## src/core/tst_pkg.sv

```systemverilog
// constants, types and reset values for the terminal serial transmitter
package tst_pkg;
  localparam int unsigned OVERSAMPLE = 16;
  localparam int unsigned RATE_W = 4;
  localparam int unsigned CHAR_W = 7;
  localparam int unsigned FRAME_W = 12;
  localparam real DOT_CLOCK_MHZ = 3.1104;
  // terminal counts of the three divider stages
  localparam logic [2:0] C1_TC_STD = 3'h4;
  localparam logic [2:0] C1_TC_1800 = 3'h5;
  localparam logic [3:0] C2_TC_STD = 4'hF;
  localparam logic [3:0] C2_TC_1800 = 4'h8;
  localparam logic [3:0] C3_TC_STD = 4'hF;
  localparam logic [3:0] C3_TC_110 = 4'hA;
  // rate select codes, then the last 16x sub-tick and the base frame length
  localparam logic [3:0] RATE_19200 = 4'h0;
  localparam logic [3:0] RATE_9600 = 4'h1;
  localparam logic [3:0] RATE_4800 = 4'h2;
  localparam logic [3:0] RATE_2400 = 4'h3;
  localparam logic [3:0] RATE_1200 = 4'h4;
  localparam logic [3:0] RATE_600 = 4'h5;
  localparam logic [3:0] RATE_300 = 4'h6;
  localparam logic [3:0] RATE_150 = 4'h7;
  localparam logic [3:0] RATE_75 = 4'h8;
  localparam logic [3:0] RATE_1800 = 4'h9;
  localparam logic [3:0] RATE_110 = 4'hA;
  localparam logic [3:0] SUB_LAST = 4'hF;
  localparam logic [3:0] LEN_BASE = 4'h9;

  typedef enum logic [0:0] {
    TX_IDLE = 1'b0,
    TX_SHIFT = 1'b1
  } tst_tx_e;

  typedef struct packed {
    logic dot_prev;
    logic [2:0] c1;
    logic [3:0] c2;
    logic [3:0] c3;
    logic rx_flop;
    logic tx_flop;
    logic rx_clk;
    logic tx_clk;
    logic load_prev;
    logic [CHAR_W-1:0] hold;
    logic holding_empty;
    logic shifter_empty;
    tst_tx_e st;
    logic [FRAME_W-1:0] frame;
    logic [3:0] bits_left;
    logic [3:0] sub;
    logic ser;
    logic rts;
    logic eia;
    logic loop;
  } tst_state_s;

  localparam tst_state_s ST_RESET = '{
    dot_prev: 1'b0, c1: 3'h0, c2: 4'h0, c3: 4'h0,
    rx_flop: 1'b0, tx_flop: 1'b0, rx_clk: 1'b0, tx_clk: 1'b1,
    load_prev: 1'b1, hold: 7'h00, holding_empty: 1'b1,
    shifter_empty: 1'b1, st: TX_IDLE, frame: 12'hFFF,
    bits_left: 4'h0, sub: 4'h0, ser: 1'b1, rts: 1'b0,
    eia: 1'b1, loop: 1'b1
  };
endpackage : tst_pkg

```

## src/core/tst_transmitter.sv

```systemverilog
// serial transmitter with baud divider chain for a display terminal
// Operation
// - both clocks run at sixteen times their bit rate
// - without clear-to-send the transmit clock stays high, nothing shifts
// - load copies the character to the holding buffer, holding-empty falls
// - with clocks and an empty shifter the held character moves in
// - request-to-send is high while either empty flag is low
// - idle high, start low, data lsb first, parity, one or two stops
// - break forces the combined line to spacing
// - extension data, serial output and break merge into one line
// - line select feeds one driver, the other holds marking
// - global clear resets the transmit and receive logic
// - stop select low gives one stop bit, high gives two
// - size select high gives eight data bits, low gives seven
// - parity sense high gives even, low gives odd parity
// - parity-off high suppresses parity and ignores the sense input
// - in eight-bit mode the eighth-bit level sets the eighth bit
// - the dot clock is divided by five, sixteen and sixteen
// - at the top rate the divide-by-five output is halved
// - lower rates take a tap further down the two counters
// - 1800 baud divides by six and nine, tap at the second counter
// - 110 baud divides by five, sixteen and eleven
// - without split rates transmit uses the receive selection
// - no split rates at 110 or 1800, transmit selector lacks 1800
`timescale 1ns/10ps
`default_nettype none

module tst_transmitter (
  input wire logic sys_clk,
  input wire logic reset_n,
  input wire logic global_clear,
  input wire logic dot_divided_clock,
  input wire logic [tst_pkg::RATE_W-1:0] rx_rate_sel,
  input wire logic split_rate_enable,
  input wire logic [tst_pkg::RATE_W-1:0] tx_rate_sel,
  input wire logic clear_to_send,
  input wire logic tx_load_n,
  input wire logic [tst_pkg::CHAR_W-1:0] tx_char_bits,
  input wire logic stop_two_sel,
  input wire logic eight_bit_sel,
  input wire logic parity_even_sel,
  input wire logic parity_off,
  input wire logic eighth_bit_level,
  input wire logic break_key,
  input wire logic ext_port_data,
  input wire logic line_driver_select,
  output logic holding_empty_flag,
  output logic shifter_empty_flag,
  output logic request_to_send,
  output logic serial_data,
  output logic eia_txd,
  output logic loop_txd,
  output logic rx_bit_clock,
  output logic tx_bit_clock
);
  import tst_pkg::*;

  tst_state_s s_r;
  tst_state_s s_nxt;

  // pulse when the selected divider stage completes a cycle
  function automatic logic tap_pulse(
    input logic [3:0] code,
    input logic c1w,
    input logic [3:0] c2,
    input logic c2w,
    input logic [3:0] c3,
    input logic c3w
  );
    logic p;
    p = 1'b0;
    case (code)
      RATE_19200: p = c1w;
      RATE_9600: p = c1w & c2[0];
      RATE_4800: p = c1w & (&c2[1:0]);
      RATE_2400: p = c1w & (&c2[2:0]);
      RATE_1200: p = c2w;
      RATE_600: p = c2w & c3[0];
      RATE_300: p = c2w & (&c3[1:0]);
      RATE_150: p = c2w & (&c3[2:0]);
      RATE_75: p = c3w;
      RATE_1800: p = c2w;
      RATE_110: p = c3w;
      default: p = 1'b0;
    endcase
    return p;
  endfunction : tap_pulse

  logic dot_tick;
  logic [2:0] tc1;
  logic [3:0] tc2;
  logic [3:0] tc3;
  logic c1w;
  logic c2w;
  logic c3w;
  logic split_ok;
  logic rx_dbl;
  logic tx_dbl;
  logic tx16;
  logic load_fall;
  logic [7:0] data8;
  logic par;
  logic [10:0] tail;
  logic [3:0] len;
  logic line;

  always_comb
  begin
    s_nxt = s_r;
    dot_tick = dot_divided_clock & ~s_r.dot_prev;
    s_nxt.dot_prev = dot_divided_clock;
    // divider ratios follow the receive selection
    tc1 = (rx_rate_sel == RATE_1800) ? C1_TC_1800 : C1_TC_STD;
    tc2 = (rx_rate_sel == RATE_1800) ? C2_TC_1800 : C2_TC_STD;
    tc3 = (rx_rate_sel == RATE_110) ? C3_TC_110 : C3_TC_STD;
    c1w = dot_tick & (s_r.c1 == tc1);
    c2w = c1w & (s_r.c2 == tc2);
    c3w = c2w & (s_r.c3 == tc3);
    if (dot_tick)
    begin
      s_nxt.c1 = c1w ? 3'h0 : s_r.c1 + 3'h1;
    end
    if (c1w)
    begin
      s_nxt.c2 = c2w ? 4'h0 : s_r.c2 + 4'h1;
    end
    if (c2w)
    begin
      s_nxt.c3 = c3w ? 4'h0 : s_r.c3 + 4'h1;
    end
    // receive twice-rate clock from the selected tap
    rx_dbl = tap_pulse(rx_rate_sel, c1w, s_r.c2, c2w, s_r.c3, c3w);
    split_ok = split_rate_enable & (rx_rate_sel != RATE_1800) &
      (rx_rate_sel != RATE_110) & (tx_rate_sel != RATE_1800);
    tx_dbl = split_ok ? tap_pulse(tx_rate_sel, c1w, s_r.c2, c2w, s_r.c3, c3w)
      : rx_dbl;
    if (rx_dbl)
    begin
      s_nxt.rx_flop = ~s_r.rx_flop;
    end
    if (tx_dbl)
    begin
      s_nxt.tx_flop = ~s_r.tx_flop;
    end
    s_nxt.rx_clk = s_nxt.rx_flop;
    s_nxt.tx_clk = clear_to_send ? s_nxt.tx_flop : 1'b1;
    // one transmit 16x tick per rising edge, gated by clear-to-send
    tx16 = tx_dbl & ~s_r.tx_flop & clear_to_send;

    // frame assembly from the held character
    data8 = eight_bit_sel ? {eighth_bit_level, s_r.hold}
      : {1'b0, s_r.hold};
    par = parity_even_sel ? ^data8 : ~(^data8);
    if (eight_bit_sel)
    begin
      tail = parity_off ? {3'h7, data8} : {2'h3, par, data8};
    end
    else
    begin
      tail = parity_off ? {4'hF, data8[6:0]} : {3'h7, par, data8[6:0]};
    end
    len = LEN_BASE + {3'h0, eight_bit_sel} + {3'h0, ~parity_off} +
      {3'h0, stop_two_sel};

    unique case (s_r.st)
      TX_IDLE:
      begin
        s_nxt.ser = 1'b1;
        if (tx16 && !s_r.holding_empty)
        begin
          s_nxt.frame = {tail, 1'b0};
          s_nxt.ser = 1'b0;
          s_nxt.bits_left = len - 4'h1;
          s_nxt.sub = 4'h0;
          s_nxt.holding_empty = 1'b1;
          s_nxt.shifter_empty = 1'b0;
          s_nxt.st = TX_SHIFT;
        end
      end
      TX_SHIFT:
      begin
        if (tx16)
        begin
          s_nxt.sub = s_r.sub + 4'h1;
          if (s_r.sub == SUB_LAST)
          begin
            if (s_r.bits_left == 4'h0)
            begin
              s_nxt.ser = 1'b1;
              s_nxt.shifter_empty = 1'b1;
              s_nxt.frame = '1;
              s_nxt.st = TX_IDLE;
            end
            else
            begin
              s_nxt.frame = {1'b1, s_r.frame[FRAME_W-1:1]};
              s_nxt.ser = s_r.frame[1];
              s_nxt.bits_left = s_r.bits_left - 4'h1;
            end
          end
        end
      end
    endcase

    // strobe falling edge takes the character into the holding buffer
    load_fall = s_r.load_prev & ~tx_load_n;
    s_nxt.load_prev = tx_load_n;
    if (load_fall)
    begin
      s_nxt.hold = tx_char_bits;
      s_nxt.holding_empty = 1'b0;
    end
    s_nxt.rts = ~(s_nxt.holding_empty & s_nxt.shifter_empty);

    // merged line and driver selection
    line = s_r.ser & ext_port_data & ~break_key;
    s_nxt.eia = line_driver_select ? line : 1'b1;
    s_nxt.loop = line_driver_select ? 1'b1 : line;

    if (global_clear)
    begin
      s_nxt = ST_RESET;
    end
  end

  always_ff @(posedge sys_clk or negedge reset_n)
  begin
    if (!reset_n)
    begin
      s_r <= ST_RESET;
    end
    else
    begin
      s_r <= s_nxt;
    end
  end

  assign holding_empty_flag = s_r.holding_empty;
  assign shifter_empty_flag = s_r.shifter_empty;
  assign request_to_send = s_r.rts;
  assign serial_data = s_r.ser;
  assign eia_txd = s_r.eia;
  assign loop_txd = s_r.loop;
  assign rx_bit_clock = s_r.rx_clk;
  assign tx_bit_clock = s_r.tx_clk;

  // checks
  a_rts_span: assert property (
    @(posedge sys_clk) disable iff (!reset_n)
    request_to_send == !(holding_empty_flag && shifter_empty_flag))
    else $error("request to send does not span the character");

  a_cts_clock_high: assert property (
    @(posedge sys_clk) disable iff (!reset_n)
    !clear_to_send |=> tx_bit_clock)
    else $error("transmit clock not held high without clear to send");

  a_cts_no_shift: assert property (
    @(posedge sys_clk) disable iff (!reset_n)
    (!clear_to_send && !global_clear && !shifter_empty_flag)
      |=> $stable(s_r.sub) && $stable(s_r.frame))
    else $error("shifter moved without clear to send");

  a_load_holds: assert property (
    @(posedge sys_clk) disable iff (!reset_n)
    ($fell(tx_load_n) && !global_clear) |=>
      !holding_empty_flag && s_r.hold == $past(tx_char_bits))
    else $error("load strobe did not fill the holding buffer");

  a_start_low: assert property (
    @(posedge sys_clk) disable iff (!reset_n)
    $fell(shifter_empty_flag) |-> !serial_data && $rose(holding_empty_flag))
    else $error("character did not begin with a low start bit");

  a_idle_mark: assert property (
    @(posedge sys_clk) disable iff (!reset_n)
    shifter_empty_flag |-> serial_data)
    else $error("serial line not marking while idle");

  a_break_space: assert property (
    @(posedge sys_clk) disable iff (!reset_n)
    (break_key && line_driver_select && !global_clear) |=> !eia_txd)
    else $error("break did not force spacing");

  a_unsel_mark: assert property (
    @(posedge sys_clk) disable iff (!reset_n)
    (!line_driver_select |=> eia_txd) and (line_driver_select |=> loop_txd))
    else $error("unselected driver not marking");

  a_clear_empty: assert property (
    @(posedge sys_clk) disable iff (!reset_n)
    global_clear |=> holding_empty_flag && shifter_empty_flag && !request_to_send)
    else $error("global clear did not empty the transmitter");

  a_top_rate: assert property (
    @(posedge sys_clk) disable iff (!reset_n)
    (rx_rate_sel == RATE_19200 && c1w && !global_clear)
      |=> rx_bit_clock != $past(rx_bit_clock))
    else $error("top rate clock did not follow the divide-by-five tap");

  a_hold_move: assert property (
    @(posedge sys_clk) disable iff (!reset_n)
    (s_r.st == TX_IDLE && tx16 && !s_r.holding_empty && !global_clear)
      |=> !shifter_empty_flag && !s_r.frame[0])
    else $error("held character did not move into the shifter");

  a_parity_sense: assert property (
    @(posedge sys_clk) disable iff (!reset_n)
    (s_r.st == TX_IDLE && tx16 && !s_r.holding_empty && !global_clear && !parity_off)
      |=> ($past(eight_bit_sel) ? ^s_r.frame[9:1] : ^s_r.frame[8:1]) != $past(parity_even_sel))
    else $error("parity bit does not match the selected sense");

  a_eighth_bit: assert property (
    @(posedge sys_clk) disable iff (!reset_n)
    (s_r.st == TX_IDLE && tx16 && !s_r.holding_empty && !global_clear && eight_bit_sel)
      |=> s_r.frame[8] == $past(eighth_bit_level))
    else $error("eighth data bit does not follow its level input");

  a_div_wrap: assert property (
    @(posedge sys_clk) disable iff (!reset_n)
    (c2w && !global_clear) |=> s_r.c1 == 3'h0 && s_r.c2 == 4'h0)
    else $error("divider stages did not wrap together");

  a_rx_clk_hold: assert property (
    @(posedge sys_clk) disable iff (!reset_n)
    (!rx_dbl && !global_clear) |=> $stable(rx_bit_clock))
    else $error("receive clock moved without a tap pulse");

  a_tx_follows: assert property (
    @(posedge sys_clk) disable iff (!reset_n)
    (!split_rate_enable && rx_dbl && !global_clear) |=> s_r.tx_flop != $past(s_r.tx_flop))
    else $error("transmit clock flop did not follow the receive selection");

  a_split_barred: assert property (
    @(posedge sys_clk) disable iff (!reset_n)
    (rx_rate_sel == RATE_1800 || rx_rate_sel == RATE_110) |-> tx_dbl == rx_dbl)
    else $error("split rate used at a barred receive rate");

  a_break_loop: assert property (
    @(posedge sys_clk) disable iff (!reset_n)
    (break_key && !line_driver_select && !global_clear) |=> !loop_txd)
    else $error("break did not force spacing on the loop driver");
endmodule : tst_transmitter

`default_nettype wire
```

## config.mk

```make
export PLATFORM = sky130hd
export DESIGN_NAME = tst_transmitter
export DESIGN_NICKNAME = d
export VERILOG_FILES = /design/src/core/tst_pkg.sv /design/src/core/tst_transmitter.sv
export SDC_FILE = /design/constraint.sdc
export NUM_CORES = 1
export LEC_CHECK = 0
export ABC_AREA = 1
export BUFFER_PORTS_ARGS = -buffer_cell sky130_fd_sc_hd__buf_2
export CORE_MARGIN = 4
export CORE_UTILIZATION = 62
export CTS_CLUSTER_DIAMETER = 80
export CTS_CLUSTER_SIZE = 25
export DETAILED_ROUTE_END_ITERATION = 10
export HOLD_SLACK_MARGIN = 0.05
export PLACE_DENSITY = 0.95
export SETUP_SLACK_MARGIN = 0.1
export SLEW_MARGIN = 20
export SYNTH_ARGS = -nofsm -noshare
export SYNTH_HDL_FRONTEND = slang
export SYNTH_SLANG_ARGS = --single-unit
```

## constraint.sdc

```tcl
create_clock -name sys_clk -period 6.8 [get_ports sys_clk]
set_input_delay 1.02 -clock sys_clk [delete_from_list [all_inputs] [get_ports sys_clk]]
set_output_delay 1.02 -clock sys_clk [all_outputs]
set_load 0.02 [all_outputs]
```

Word level (Yosys, flattened, before mapping)
Index checks and enable logic that the tools add are counted.
Widths: inputs -> output; s select.
{"block": "op_classes", "n_mux": 34, "n_eq_ne": 31, "reduce_logical": 22, "n_bitwise": 28, "add_sub_neg": 9}
{"op": "$mux 51", "n": 1}
{"op": "$pmux 23 s2", "n": 1}
{"op": "$eq 4x3->1 const B", "n": 8}
{"op": "$eq 4x4->1 const B", "n": 7}
{"op": "$mux 24", "n": 1}
{"op": "$mux 8", "n": 3}
{"op": "$mux 23", "n": 1}
{"op": "$mux 4", "n": 5}
{"op": "$and 1x1->1", "n": 19}
{"op": "$mux 18", "n": 1}
{"op": "$mux 9", "n": 2}
{"op": "$pmux 1 s9", "n": 2}
{"op": "$eq 4x2->1 const B", "n": 4}
{"op": "$add 4x1->4 const B", "n": 3}
{"op": "$logic_not 4->1", "n": 3}
{"op": "$mux 3", "n": 4}
{"op": "$ne 4x4->1 const B", "n": 3}
{"op": "$mux 1", "n": 11}
{"op": "$mux 11", "n": 1}
{"op": "$not 1->1", "n": 9}
{"op": "$reduce_and 3->1", "n": 3}
{"op": "$add 4x1->4", "n": 2}
{"op": "$eq 4x1->1 const B", "n": 2}
{"op": "$eq 4x4->1", "n": 2}
{"op": "14 further kinds", "n": 26}
{"block": "totals", "ff_bits": 51, "output_inout_bits": 8, "word_cells": 144, "inputBits": 30}

Depth between registers and ports, before layout
Gate-level depths: netlist of the first run.
{"block": "depth", "word_depth": 17, "mapped_depth": 26}

Least setup slack after synthesis of the first run
OpenSTA, ideal clock, no wires.
{"block": "synth_timing", "path_kind": "in2reg", "start": "input port rx_rate_sel[3] in the netlist's numbering", "end": "register s_r[19] in the netlist's numbering", "cell_stages": 25, "path_buffers": 1, "path_slack_ps": 3477, "t_arrival_ps": 3239, "setup_ps": 83, "required_time_ps": 6717, "cell_sequence": "inv_1 -> nor2_4 -> nand2_2 -> nand2_1 -> nand2_1 -> nand2_2 -> nor2_4 -> buf_6 -> nand3_1 -> nand2_1 -> nor2_2 -> nand2_2 -> nand2_1 -> nand2_1 -> ha_1 -> nand2_1 -> nor2_2 -> inv_1 -> nor2_2 -> inv_1 -> nor2_4 -> nor2_1 -> nand2_1 -> a221oi_1 -> nor2_1"}
{"block": "synth_between", "elab_chain_cells": 13, "elab_cells_between_ends": 42, "cone_classes": "17 x eq/ne; 6 x mux; 14 x bitwise; 5 x reduce/logical"}
{"item": "start, declared", "line": "tst_transmitter.sv:33", "text": "input wire logic [tst_pkg::RATE_W-1:0] rx_rate_sel,"}
{"item": "$eq 4x4->1", "line": "tst_transmitter.sv:72, tst_transmitter.sv:113, tst_transmitter.sv:114"}
{"item": "$mux 1", "line": "tst_transmitter.sv:113", "text": "tc1 = (rx_rate_sel == RATE_1800) ? C1_TC_1800 : C1_TC_STD;"}
{"item": "$eq 3x3->1", "line": "tst_transmitter.sv:116", "text": "c1w = dot_tick & (s_r.c1 == tc1);"}
{"item": "$and 1x1->1", "line": "tst_transmitter.sv:116"}
{"item": "$and 1x1->1", "line": "tst_transmitter.sv:117", "text": "c2w = c1w & (s_r.c2 == tc2);"}
{"item": "$and 1x1->1 (on tied branches)"}
{"item": "$pmux 1 s9", "line": "tst_transmitter.sv:72", "text": "case (code)"}
{"item": "$mux 1 (*)", "line": "tst_transmitter.sv:135", "text": "tx_dbl = split_ok ? tap_pulse(tx_rate_sel, c1w, s_r.c2, c2w, s_r.c3, c3w)"}
{"item": "$and 1x1->1 (*) (2 in series)", "line": "tst_transmitter.sv:148", "text": "tx16 = tx_dbl & ~s_r.tx_flop & clear_to_send;"}
{"item": "$logic_and 1x1->1", "line": "tst_transmitter.sv:169", "text": "if (tx16 && !s_r.holding_empty)"}
{"item": "$ne 3x3->1 (no line)"}
{"item": "$reduce_and 3->1 (no line) (*)"}
{"item": "end signal, assigned", "line": "tst_transmitter.sv:234", "text": "s_r <= s_nxt;"}
{"item": "end, declared", "line": "tst_transmitter.sv:58", "text": "tst_state_s s_r;"}
Mark *: on every way between the ends. The rest lies on a longest branch, timed or not.
A chain may end at the register's enable or synchronous reset.

Worst setup path in the final report of the first run
{"block": "layout_timing", "start": "input port rx_rate_sel[0] in the netlist's numbering", "end": "register s_r[19] in the netlist's numbering"}
Same word-level chain as after synthesis.

==> impl.org, run 1 <==
** Synthesis
- Number of warnings issued by yosys :: 0
- Summing every instance area after synthesis gives 2900 um2.
- Of the synthesized area, sequential elements account for 43.0%.
- Yosys mapped a number of flops with a built-in enable equal to 0.
- Predominant post-synthesis flop cell :: sky130_fd_sc_hd__dfrtp_1
- Syn Inst Count :: 372
- Number of nets produced by synthesis :: 412
- After synthesis, the netlist uses 36 different library cells.
- Of all flip-flops after synthesis, the portion carrying an async set or reset was 100%.
- Mean instance size in the synthesized netlist :: 7.81 um2
- Register bit total from synthesis :: 49

** Floorplanning
- The floorplan step defined a die boundary enclosing 5840 um2.
- Number of ports placed on the die boundary :: 38
- Once the floorplan was initialized, standard cells occupied 65.3% of the core.
- The die is 76.4 um wide.
- Floorplan row count :: 24
- In this run the vertical extent of the chip is 76.4 um.
- Placeable core area :: 4440 um2

** Critical path
- Together, buffers and inverters on the worst path number 5.
- In this design, the stage delay of the slowest critical-path cell is 0.37 ns.
- The critical path in this run is classified as primary input to register.
- Cell with the largest stage delay on the worst path :: sky130_fd_sc_hd__nor2_2
- Broken down by cell family, the worst path's largest delay share belongs to simple AND/OR/NAND/NOR gates.
- Crit-path most repeated cell :: sky130_fd_sc_hd__nand2_1
- Worst r2r src :: s_r[43]
- The worst setup path is captured at a register.
- In this run the worst setup path begins at rx_rate_sel[0].
- Required time reported for the critical path endpoint :: 7.03 ns
- Worst endpoint data arrival time :: 4.26 ns
- Of all nets on the critical path, the largest fanout is 12.
- The worst setup path is launched from a primary input.

** Global routing
- Global-route wire length before repair :: 10900 um
- Pin count of the biggest net entering global routing :: 50
- The initial antenna violation count came to 0.
- Global routing finished with a remaining overflow of 0.
- Across every metal layer, demand over resource in global routing totals 22.6%.
- Via count of the first global-routing pass :: 2508

** Layout
- Post-layout utilization of the core :: 72.0%
- The register with the most flip-flops in the layout has 41 of them.
- Storage element area :: 1250 um2
- Area taken by multi-input logic gates :: 1430 um2
- Ratio of cells with drive above 1 in the final layout :: 20.2%
- Register with the highest flop count :: s_r
- Area Growth Syn to Fin :: 10.3%
- Filler cell count in the final layout :: 336
- Most common cell after layout, fill and taps aside :: sky130_fd_sc_hd__nand2_1
- After the last flow step, the layout net total stands at 449.
- Count of antenna diodes in the layout :: 0
- Commonest cells after routing, fill and taps aside :: 85 x sky130_fd_sc_hd__nand2_1, 45 x sky130_fd_sc_hd__inv_1, 42 x sky130_fd_sc_hd__nand3_1

** Power and ir drop
- Summed over all cells, the static leakage comes to 1.58 nW.
- After layout, the design draws a total of 0.561 mW.
- Peak VDD IR :: 158 uV
- Power density cells :: 175 nW/um2

** Detailed routing
- In the routed design, unresolved DRC markers number 0.
- Max Used Layer :: met4
- Final Routed Wirelength :: 6130 um
- For this block, the via count after detailed routing is 2606.
- First-pass detailed-route iteration total :: 5
- Average vias per placed instance :: 5.64
- The detailed router finished its first iteration with 254 violations.
- Met3 Wirelength :: 394 um
- In the final routing, the length of wire on met1 measures 2760 um.
- The routed design uses 2850 um of met2 wire.
- Final ANT Viol Nets :: 0
- Average wire per standard cell :: 13.3 um

** CTS
- The clock tree synthesis step divided the H-tree into 2 levels.
- Clock tree synthesis selected as its root buffer the cell sky130_fd_sc_hd__clkbuf_8.
- The number of gates resized after CTS was 0.
- Clock tree from TritonCTS :: built
- Clk sink count :: 49
- After clock tree synthesis, the clock-pin slew on the worst setup and hold paths is 0.09 ns.
- No sink is reached through more buffers than the 2 on the longest clock path.
- Count of hold buffers inserted by post-cts repair :: 0
- Clock latency on the worst-skew pair :: 0.31 ns
- Clock tree synthesis inserted a total of 5 buffers.
- Post-CTS Repair Setup Buffers :: 0

** Timing
- Accumulated negative setup slack :: 0 ns
- Final hold viol count :: 0
- Max-slew headroom :: 61.3%
- Worst Tran Pin Value :: 0.580 ns
- Max-slew violation count :: 0
- Setup repair after global routing left no endpoint under its margin.
- Setup violations remaining at the end of the flow were counted as 0.
- On the final layout, the worst clock skew is 0.0129 ns.
- Highest Clock Rate :: 248 MHz
- Final cycle utilization of the critical path :: 59.2%
- Final worst path period need :: 4.02 ns

** Job
- Number of maximum-capacitance violations :: 0

** Outcome
- Status :: complete, no violations

** Placed design
- Half-perimeter wire length after placement :: 4680 um
- Port bufs :: 37
- The congestion estimate from routability-driven global placement came to 0.949.

** Min path
- Hold Startpoint :: s_r[13]
- The path class of the tightest hold or removal check is register to register.
## metal layers
| layer | vias up | track usage (%) |
|---|---|---|
| met1 | 1187 | 30.4 |
| met3 | 15 | 4.14 |
| met5 | - | 0 |
| met4 | 0 | 10.1 |
| met2 | 107 | 35.8 |
| li1 | 1297 | - |
## cell families (layout without fill, tap and decap cells)
| kind of cell | after synthesis | after routing | synth area share (%) |
|---|---|---|---|
| and+or+nand+nor | 188 | 188 | 29.8 |
| AOI/OAI and AO/OA | 61 | 61 | 12.3 |
| buffers and inverters | 56 | 94 | 7.93 |
| DFF | 49 | 49 | 43.0 |
| adders and majority gates | 10 | 10 | 4.57 |
| xor gates and xnor gates | 8 | 8 | 2.41 |
## area by class of cell
type	instances	area share (%)
Clock buffer	7	2.38
Clock inverter	1	0.274
Tap cell	52	2.03
Multi-Input combinational cell	267	44.5
Inverter	48	5.71
Sequential cell	49	39.0
Timing Repair Buffer	38	6.10
## synthesized netlist by cell type (2+ instances only)
master	instances	share of area [%]
sky130_fd_sc_hd__nand2_1	85	11
sky130_fd_sc_hd__inv_1	45	5.8
sky130_fd_sc_hd__nand3_1	42	7.2
sky130_fd_sc_hd__nor2_1	32	4.1
sky130_fd_sc_hd__dfrtp_1	31	27
sky130_fd_sc_hd__o21ai_0	24	4.1
sky130_fd_sc_hd__a21oi_1	18	3.1
sky130_fd_sc_hd__dfstp_2	18	16
sky130_fd_sc_hd__ha_1	9	3.9
sky130_fd_sc_hd__a221oi_1	7	2.1
sky130_fd_sc_hd__nand2_2	5	1.1
sky130_fd_sc_hd__nor2_2	5	1.1
sky130_fd_sc_hd__nor2_4	5	1.9
sky130_fd_sc_hd__xor2_1	5	1.5
sky130_fd_sc_hd__clkbuf_1	4	0.52
sky130_fd_sc_hd__nand4_1	4	0.86
sky130_fd_sc_hd__nor3_1	4	0.69
sky130_fd_sc_hd__nand3b_1	3	0.78
sky130_fd_sc_hd__xnor2_1	3	0.90
sky130_fd_sc_hd__buf_2	2	0.34
sky130_fd_sc_hd__buf_6	2	0.78
sky130_fd_sc_hd__inv_2	2	0.26
sky130_fd_sc_hd__o21a_1	2	0.52
sky130_fd_sc_hd__o21ai_1	2	0.34
sky130_fd_sc_hd__o31ai_1	2	0.52
## report_power, final
group	internal [mW]	total, mW	switching [mW]
Sequential	0.308	0.316	0.00844
Combinational	0.0264	0.0771	0.0507
Clock	0.0736	0.167	0.0936
## stage by stage
step	cells	worst slack (ns)	area [um2]	hold slack (ns)
after global placement	454	2.77	3110	0.487
after global routing	462	2.43	3200	0.529
final	462	2.78	3200	0.501
after CTS	462	2.81	3200	0.502
after detailed placement	454	2.52	3110	0.489
after floorplan	372	3.48	2900	0.467
## tightest hold or removal path, cell delays in order (launching register included)
cell and delay, ns:
sky130_fd_sc_hd__dfstp_2 0.38, sky130_fd_sc_hd__nand2_1 0.05, sky130_fd_sc_hd__nand3_1 0.07
## worst paths after layout
kind / slack (ns) / endpoint / cells past startpoint
hold / removal: 0.50 / s_r[13] / 2
max in group asynchronous: 5.69 / s_r[43] / 1
hold reg to reg: 0.50 / s_r[13] / 2
min in group asynchronous: 0.71 / s_r[5] / 1
setup / recovery: 2.78 / s_r[19] / 25
setup reg to reg: 3.17 / s_r[19] / 24
No activity file was read; power rests on OpenSTA's default activity.
==> run 2, diff against run 1 <==
Settings changed: CORE_UTILIZATION 62 to 52, PLACE_DENSITY 0.95 to 0.87.
Clock period 6.8 ns to 3.5 ns, I/O delays scaled along.
==> impl.org, run 2 (synthesis gave the netlist of run 1 again) <==
** Outcome
- The flow ran to the end, and the final reports show no timing, DRC or antenna violations.

** Global routing
- The first global-routing pass estimated 10600 um of wire.
- Entering global routing, the biggest net connects 50 pins.
- Global routing used 19.9% of the available tracks across all layers.
- Number of antenna violations at the first check in global routing :: 0
- The via count of the first global-routing pass came to 2395.
- Overflow left after global routing :: 0

** Timing
- Fin Clk Skew :: 0.00700 ns
- Highest Clock Rate :: 325 MHz
- # setup viols final :: 0
- The number of hold violations in the final report is 0.
- Worst Tran Pin Value :: 0.585 ns
- For the finished layout, the period the worst path requires is 3.07 ns.
- Accumulated negative setup slack :: 0 ns
- Setup repair after global routing left no endpoint under its margin.
- After layout, the worst path uses 87.8% of the clock period.
- Measured against its own limit, the worst slew margin works out to 61.0%.
- The number of pins with negative max-slew slack in the final report is 0.

** Detailed routing
- For this run, the detailed router's first-pass iteration total came to 5.
- Final ANT Viol Nets :: 0
- In the routed layout, each cell is associated on average with a via count of 5.38.
- Average wire per standard cell :: 12.8 um
- First-iteration detailed-routing DRC count :: 210
- Final Routed Wirelength :: 6210 um
- Remaining routing DRC violations :: 0
- The routed layout has 2605 vias.

** Layout
- Storage element area :: 1250 um2
- Max reg flops :: 41
- With fillers left out, the area of the finished cells amounts to 3290 um2.
- Most common cell after layout, fill and taps aside :: sky130_fd_sc_hd__nand2_1
- Leaving out fill and tap cells, the most frequent cells in the layout are 85 x sky130_fd_sc_hd__nand2_1, 44 x sky130_fd_sc_hd__inv_1, 42 x sky130_fd_sc_hd__nand3_1.
- Cells with a size suffix above 1 make up 22.0% of the layout.
- Area Growth Syn to Fin :: 13.4%
- Post-layout instance count excluding filler cells :: 484
- Filler cell count in the final layout :: 471
- At the end of the flow the core is filled with cells to 62.5%.
- Summing all multi-input logic gate instances after layout gives 1440 um2.
- For this run, the post-layout net count is 453.
- Register with the highest flop count :: s_r
- 0 antenna diodes ended up in the layout.

** Placed design
- Placement-stage cell area :: 3150 um2
- Port bufs :: 37
- At the end of routability-driven placement, the weighted congestion stood at 0.951.
- Half-perimeter wire length after placement :: 4680 um
- Placed Instances :: 474

** Power and ir drop
- The share of total power dissipated in combinational logic is 12.8%.
- In this run the power density over the cells is 359 nW/um2.
- Sequential fraction of design power :: 51.9%
- The internal portion of the total power is 0.884 mW.
- For this design the static power due to leakage is 1.61 nW.
- Per report_power, the clock group accounts for 35.4% of the total.
- Power spent charging and discharging nets :: 0.300 mW
- Net switching is 25.3% of the power.
- VDD sags by at most 183 uV.

** Critical path
- The worst setup path is launched from a register.
- Required time reported for the critical path endpoint :: 3.74 ns
- Of all nets on the critical path, the largest fanout is 7.
- Category of the most critical setup path :: register to register
- STA classifies the critical path endpoint as a register.
- Worst endpoint data arrival time :: 3.31 ns

** Floorplanning
- Floorplan row count :: 26
- The die covers 6840 um2.
- Number of ports placed on the die boundary :: 38
- Die Span X :: 82.7 um
- Starting density of the core :: 55.1%
- The core region is 5270 um2.
- In this run the vertical extent of the chip is 82.7 um.

** CTS
- In this run the deepest clock path goes through 2 buffers.
- Clock-pin slew was measured on the worst setup and hold paths at 0.09 ns.
- The H-tree generated during clock tree synthesis spans 2 levels.
- The tree is rooted in a sky130_fd_sc_hd__clkbuf_8.
- TritonCTS built the clock tree.
- Number of buffers added by the clock tree synthesis step :: 5
- The tree built by TritonCTS fans out to 49 sinks.
- Clock latency on the worst-skew pair, taken at its later pin, is 0.30 ns.

** Job
- Number of maximum-capacitance violations :: 0

** Min path
- Type of the tightest min-delay check :: primary input to asynchronous set/reset pin
run 2: per-layer routing:
metal,part of all wire [%],routed length [um],track usage [%],up-vias
met2,47,2920,32.2,84
met1,46,2830,26.7,1201
met3,5.9,367,3.69,13
met5,0,0,0,-
li1,-,-,-,1307
met4,1.4,85,6.86,0
run 2: power by group through the flow:
stage / sequential (mW) / combinational, mW / clock [mW]
floorplan: 0.626 / 0.0885 / 0
global placement: 0.623 / 0.145 / 0
detailed placement: 0.624 / 0.149 / 0
CTS: 0.614 / 0.150 / 0.426
global route: 0.617 / 0.175 / 0.447
finish: 0.614 / 0.151 / 0.418
run 2: area by class of cell:
| type | count | area share, % |
|---|---|---|
| Multi-Input combinational cell | 268 | 43.8 |
| Sequential cell | 49 | 37.9 |
| Timing Repair Buffer | 41 | 6.61 |
| Inverter | 48 | 5.54 |
| Tap cell | 70 | 2.66 |
| Clock buffer | 7 | 2.62 |
| Clock inverter | 1 | 0.912 |
run 2: worst paths after layout:
path,depth (start not counted),start,slack (ns),end
worst max-delay path,23,s_r[43],0.43,s_r[21]
worst min-delay path,1,reset_n,0.22,s_r[48]
worst max register to register,23,s_r[43],0.43,s_r[21]
worst min register to register,2,s_r[22],0.50,s_r[22]
max in group asynchronous,1,reset_n,2.88,rx_bit_clock
min in group sys_clk,2,line_driver_select,0.38,eia_txd
run 2: worst max-delay path, stage by stage, from the launching register on:
cell and delay, ns:
sky130_fd_sc_hd__dfrtp_1 0.42, sky130_fd_sc_hd__inv_1 0.12, sky130_fd_sc_hd__nor2_2 0.16, sky130_fd_sc_hd__nand2_1 0.07, sky130_fd_sc_hd__nand2_1 0.07, sky130_fd_sc_hd__nand2_2 0.10
sky130_fd_sc_hd__nor2_4 0.19, sky130_fd_sc_hd__nand3_1 0.10, sky130_fd_sc_hd__nand3_1 0.09, sky130_fd_sc_hd__nand2_1 0.05, sky130_fd_sc_hd__nand2_1 0.06, sky130_fd_sc_hd__nand2_1 0.05
sky130_fd_sc_hd__nand2_1 0.06, sky130_fd_sc_hd__ha_1 0.13, sky130_fd_sc_hd__nand2_1 0.11, sky130_fd_sc_hd__nor2_2 0.17, sky130_fd_sc_hd__inv_1 0.09, sky130_fd_sc_hd__nor2_2 0.17
sky130_fd_sc_hd__inv_1 0.13, sky130_fd_sc_hd__nor2_4 0.18, sky130_fd_sc_hd__nor2_1 0.14, sky130_fd_sc_hd__nand2_1 0.14, sky130_fd_sc_hd__a21oi_1 0.05, sky130_fd_sc_hd__a21oi_1 0.15
run 2: stage by stage:
step	setup slack [ns]	hold WS (ns)	power, mW
after global placement	0.257	0.485	0.768
after global routing	0.100	0.262	1.24
final	0.426	0.216	1.18
after floorplan	0.672	0.229	0.714
after CTS	0.402	0.371	1.19
after detailed placement	0.162	0.489	0.773
run 2: what timing repair did:
| item | 4_1_cts | 5_1_grt |
|---|---|---|
| setup buffers | 0 | 1 |
| hold buffers | 0 | 0 |
| setup endpoints to repair | 0 | 4 |
| gates resized for setup | 0 | 4 |
==> run 3, diff against run 2 <==
Settings changed: CAP_MARGIN from default to 20, REMOVE_ABC_BUFFERS from default to 1.
==> impl.org, run 3 (synthesis gave the netlist of run 1 again) <==
** Detailed routing
- After detailed routing, the average wire length per cell comes to 12.5 um.
- Final ANT Viol Nets :: 0
- Vias after detailed routing :: 2575
- For this run, design rule violations remaining after detail routing come to 0.
- Dividing the detail-routed via count by the number of cells gives 5.31.
- Final Routed Wirelength :: 6050 um
- For this block, the initial DRC count from the detailed router was 128.
- First-pass detailed-route iteration total :: 5

** Placed design
- Timing analysis after detailed placement gives a worst setup slack of 0.139 ns.
- Placed Instances :: 474
- Routability congestion estimate from global placement :: 0.909
- Port bufs :: 37
- Placement-stage cell area :: 3150 um2
- Half-perimeter wire length after placement :: 4580 um

** Floorplanning
- Number of ports placed on the die boundary :: 38
- The core region is 5270 um2.
- The die is 82.7 um tall.
- Floorplan die area :: 6840 um2
- Floorplan row count :: 26
- The die is 82.7 um wide.
- Starting density of the core :: 55.1%

** Job
- Number of maximum-capacitance violations :: 0

** Layout
- 0 antenna diodes ended up in the layout.
- The register with the most flip-flops in the layout has 41 of them.
- After the flow finishes, the layout carries non-filler instances totaling 485.
- The top cell types in the final layout, fill and taps aside, are 85 x sky130_fd_sc_hd__nand2_1, 45 x sky130_fd_sc_hd__inv_1, 42 x sky130_fd_sc_hd__nand3_1.
- Post-layout net count :: 454
- Area taken by multi-input logic gates :: 1450 um2
- The finished cells cover 3270 um2.
- Fill cells in the final layout number 470.
- The library cell used most frequently in the layout, excluding fill and tap cells, is sky130_fd_sc_hd__nand2_1.
- Cells fill 62.1% of the core in the end.
- Compared with the post-synthesis result, the final layout area differs by 12.6%.
- Ratio of cells with drive above 1 in the final layout :: 21.9%
- Across the whole layout, storage elements account for 1250 um2.
- Register with the highest flop count :: s_r

** CTS
- In this run, CTS created clock tree buffers numbering 5.
- CTS H-tree depth :: 2
- Clock tree from TritonCTS :: built
- Count of hold buffers inserted by post-cts repair :: 0
- Clock edge transition at the registers on the reported setup and hold paths :: 0.08 ns
- Clock tree synthesis found a total of 49 sinks.
- Clock latency on the worst-skew pair, taken at its later pin, is 0.30 ns.
- Number of buffers on the longest clock path :: 2
- The root buffer cell chosen for the clock tree is sky130_fd_sc_hd__clkbuf_8.

** Timing
- The number of hold violations in the final report came to 0.
- Counting I/O delays and the setup requirement, the final critical path takes 3.03 ns.
- Fin Clk Skew :: 0.00923 ns
- Summed over all failing endpoints, the final setup total negative slack is 0 ns.
- # setup viols final :: 0
- Setup repair after global routing left no endpoint under its margin.
- For the pin with the worst max-slew slack, the measured transition is 0.565 ns.
- Max-slew headroom :: 62.3%
- The worst path uses 86.6% of the clock period.
- Slack of the critical path :: 0.467 ns
- Highest Clock Rate :: 330 MHz
- Final-layout worst hold slack :: 0.218 ns
- The number of pins with negative max-slew slack in the final report came to 0.

** Critical path
- Counting both buffers and inverters, the worst setup path holds a total of 5.
- CP endpoint kind :: register
- Gate family responsible for the most delay along the worst path :: simple AND/OR/NAND/NOR gates
- The startpoint identified for the worst register-to-register timing path is s_r[43].
- Required time reported for the critical path endpoint :: 3.75 ns
- In this run the worst path has a maximum fanout of 10.
- Cell with the largest stage delay on the worst path :: sky130_fd_sc_hd__inv_1
- Data on the critical path arrives at its endpoint at 3.28 ns.
- For this run, the slowest stage of the critical path takes 0.17 ns.
- In this design, the critical path's most frequently occurring cell is sky130_fd_sc_hd__nand2_1.
- Category of the most critical setup path :: primary input to register
- Origin of the worst setup path :: rx_rate_sel[3]
- The worst setup path is launched from a primary input.

** Global routing
- Number of antenna violations at the first check in global routing :: 0
- GR Util All Layers :: 19.0%
- Overflow left after global routing :: 0
- Global-route wire length before repair :: 10000 um
- Busiest grt layer :: met2
- Global routing consumed, on the met2 layer, 31.7% of the routing resources.
- Entering global routing, the biggest net connects 50 pins.
- Global-route track usage on met3 :: 4.23%
- Via count of the first global-routing pass :: 2377
- GR Layer Usage met1 :: 24.0%

** Outcome
- Status :: complete, no violations

** Power and ir drop
- Static power due to leakage :: 1.60 nW
- Power density cells :: 328 nW/um2
- Overall power consumption :: 1.07 mW
- VDD sags by at most 236 uV.

** Min path
- Type of the tightest min-delay check :: primary input to asynchronous set/reset pin
-- run 3: report_power, final --
group / internal, mW / switching [mW] / total (mW) / leakage (nW)
clock network: 0.142 / 0.169 / 0.311 / 0.0395
registers: 0.598 / 0.0158 / 0.614 / 0.613
logic: 0.0513 / 0.0970 / 0.148 / 0.951
total: 0.791 / 0.281 / 1.07 / 1.60
-- run 3: per-layer routing --
metal	routed length (um)	vias to the layer above
met5	0	-
met4	122	0
met3	301	9
met2	2820	65
met1	2810	1184
li1	-	1317
-- run 3: what timing repair did --
item | in CTS | in global routing
buffers inserted | 0 | 2
gates resized for setup | 0 | 5
endpoints found under the setup margin | 0 | 4
-- run 3: final timing paths --
kind	end	slack (ns)	cells after the start
setup / recovery	s_r[10]	0.47	25
hold reg to reg	s_r[16]	0.50	2
setup reg to reg	s_r[10]	0.48	24
min in group sys_clk	tx_bit_clock	0.39	2
hold / removal	request_to_send	0.22	1
max in group asynchronous	s_r[34]	2.89	1
-- run 3: cell type report --
type / count / area share [%]
multi-input cells: 268 / 44.2
flip-flops and latches: 49 / 38.2
repair buffers: 42 / 6.89
inverters: 48 / 5.59
well taps: 70 / 2.68
clock buffers: 8 / 2.45
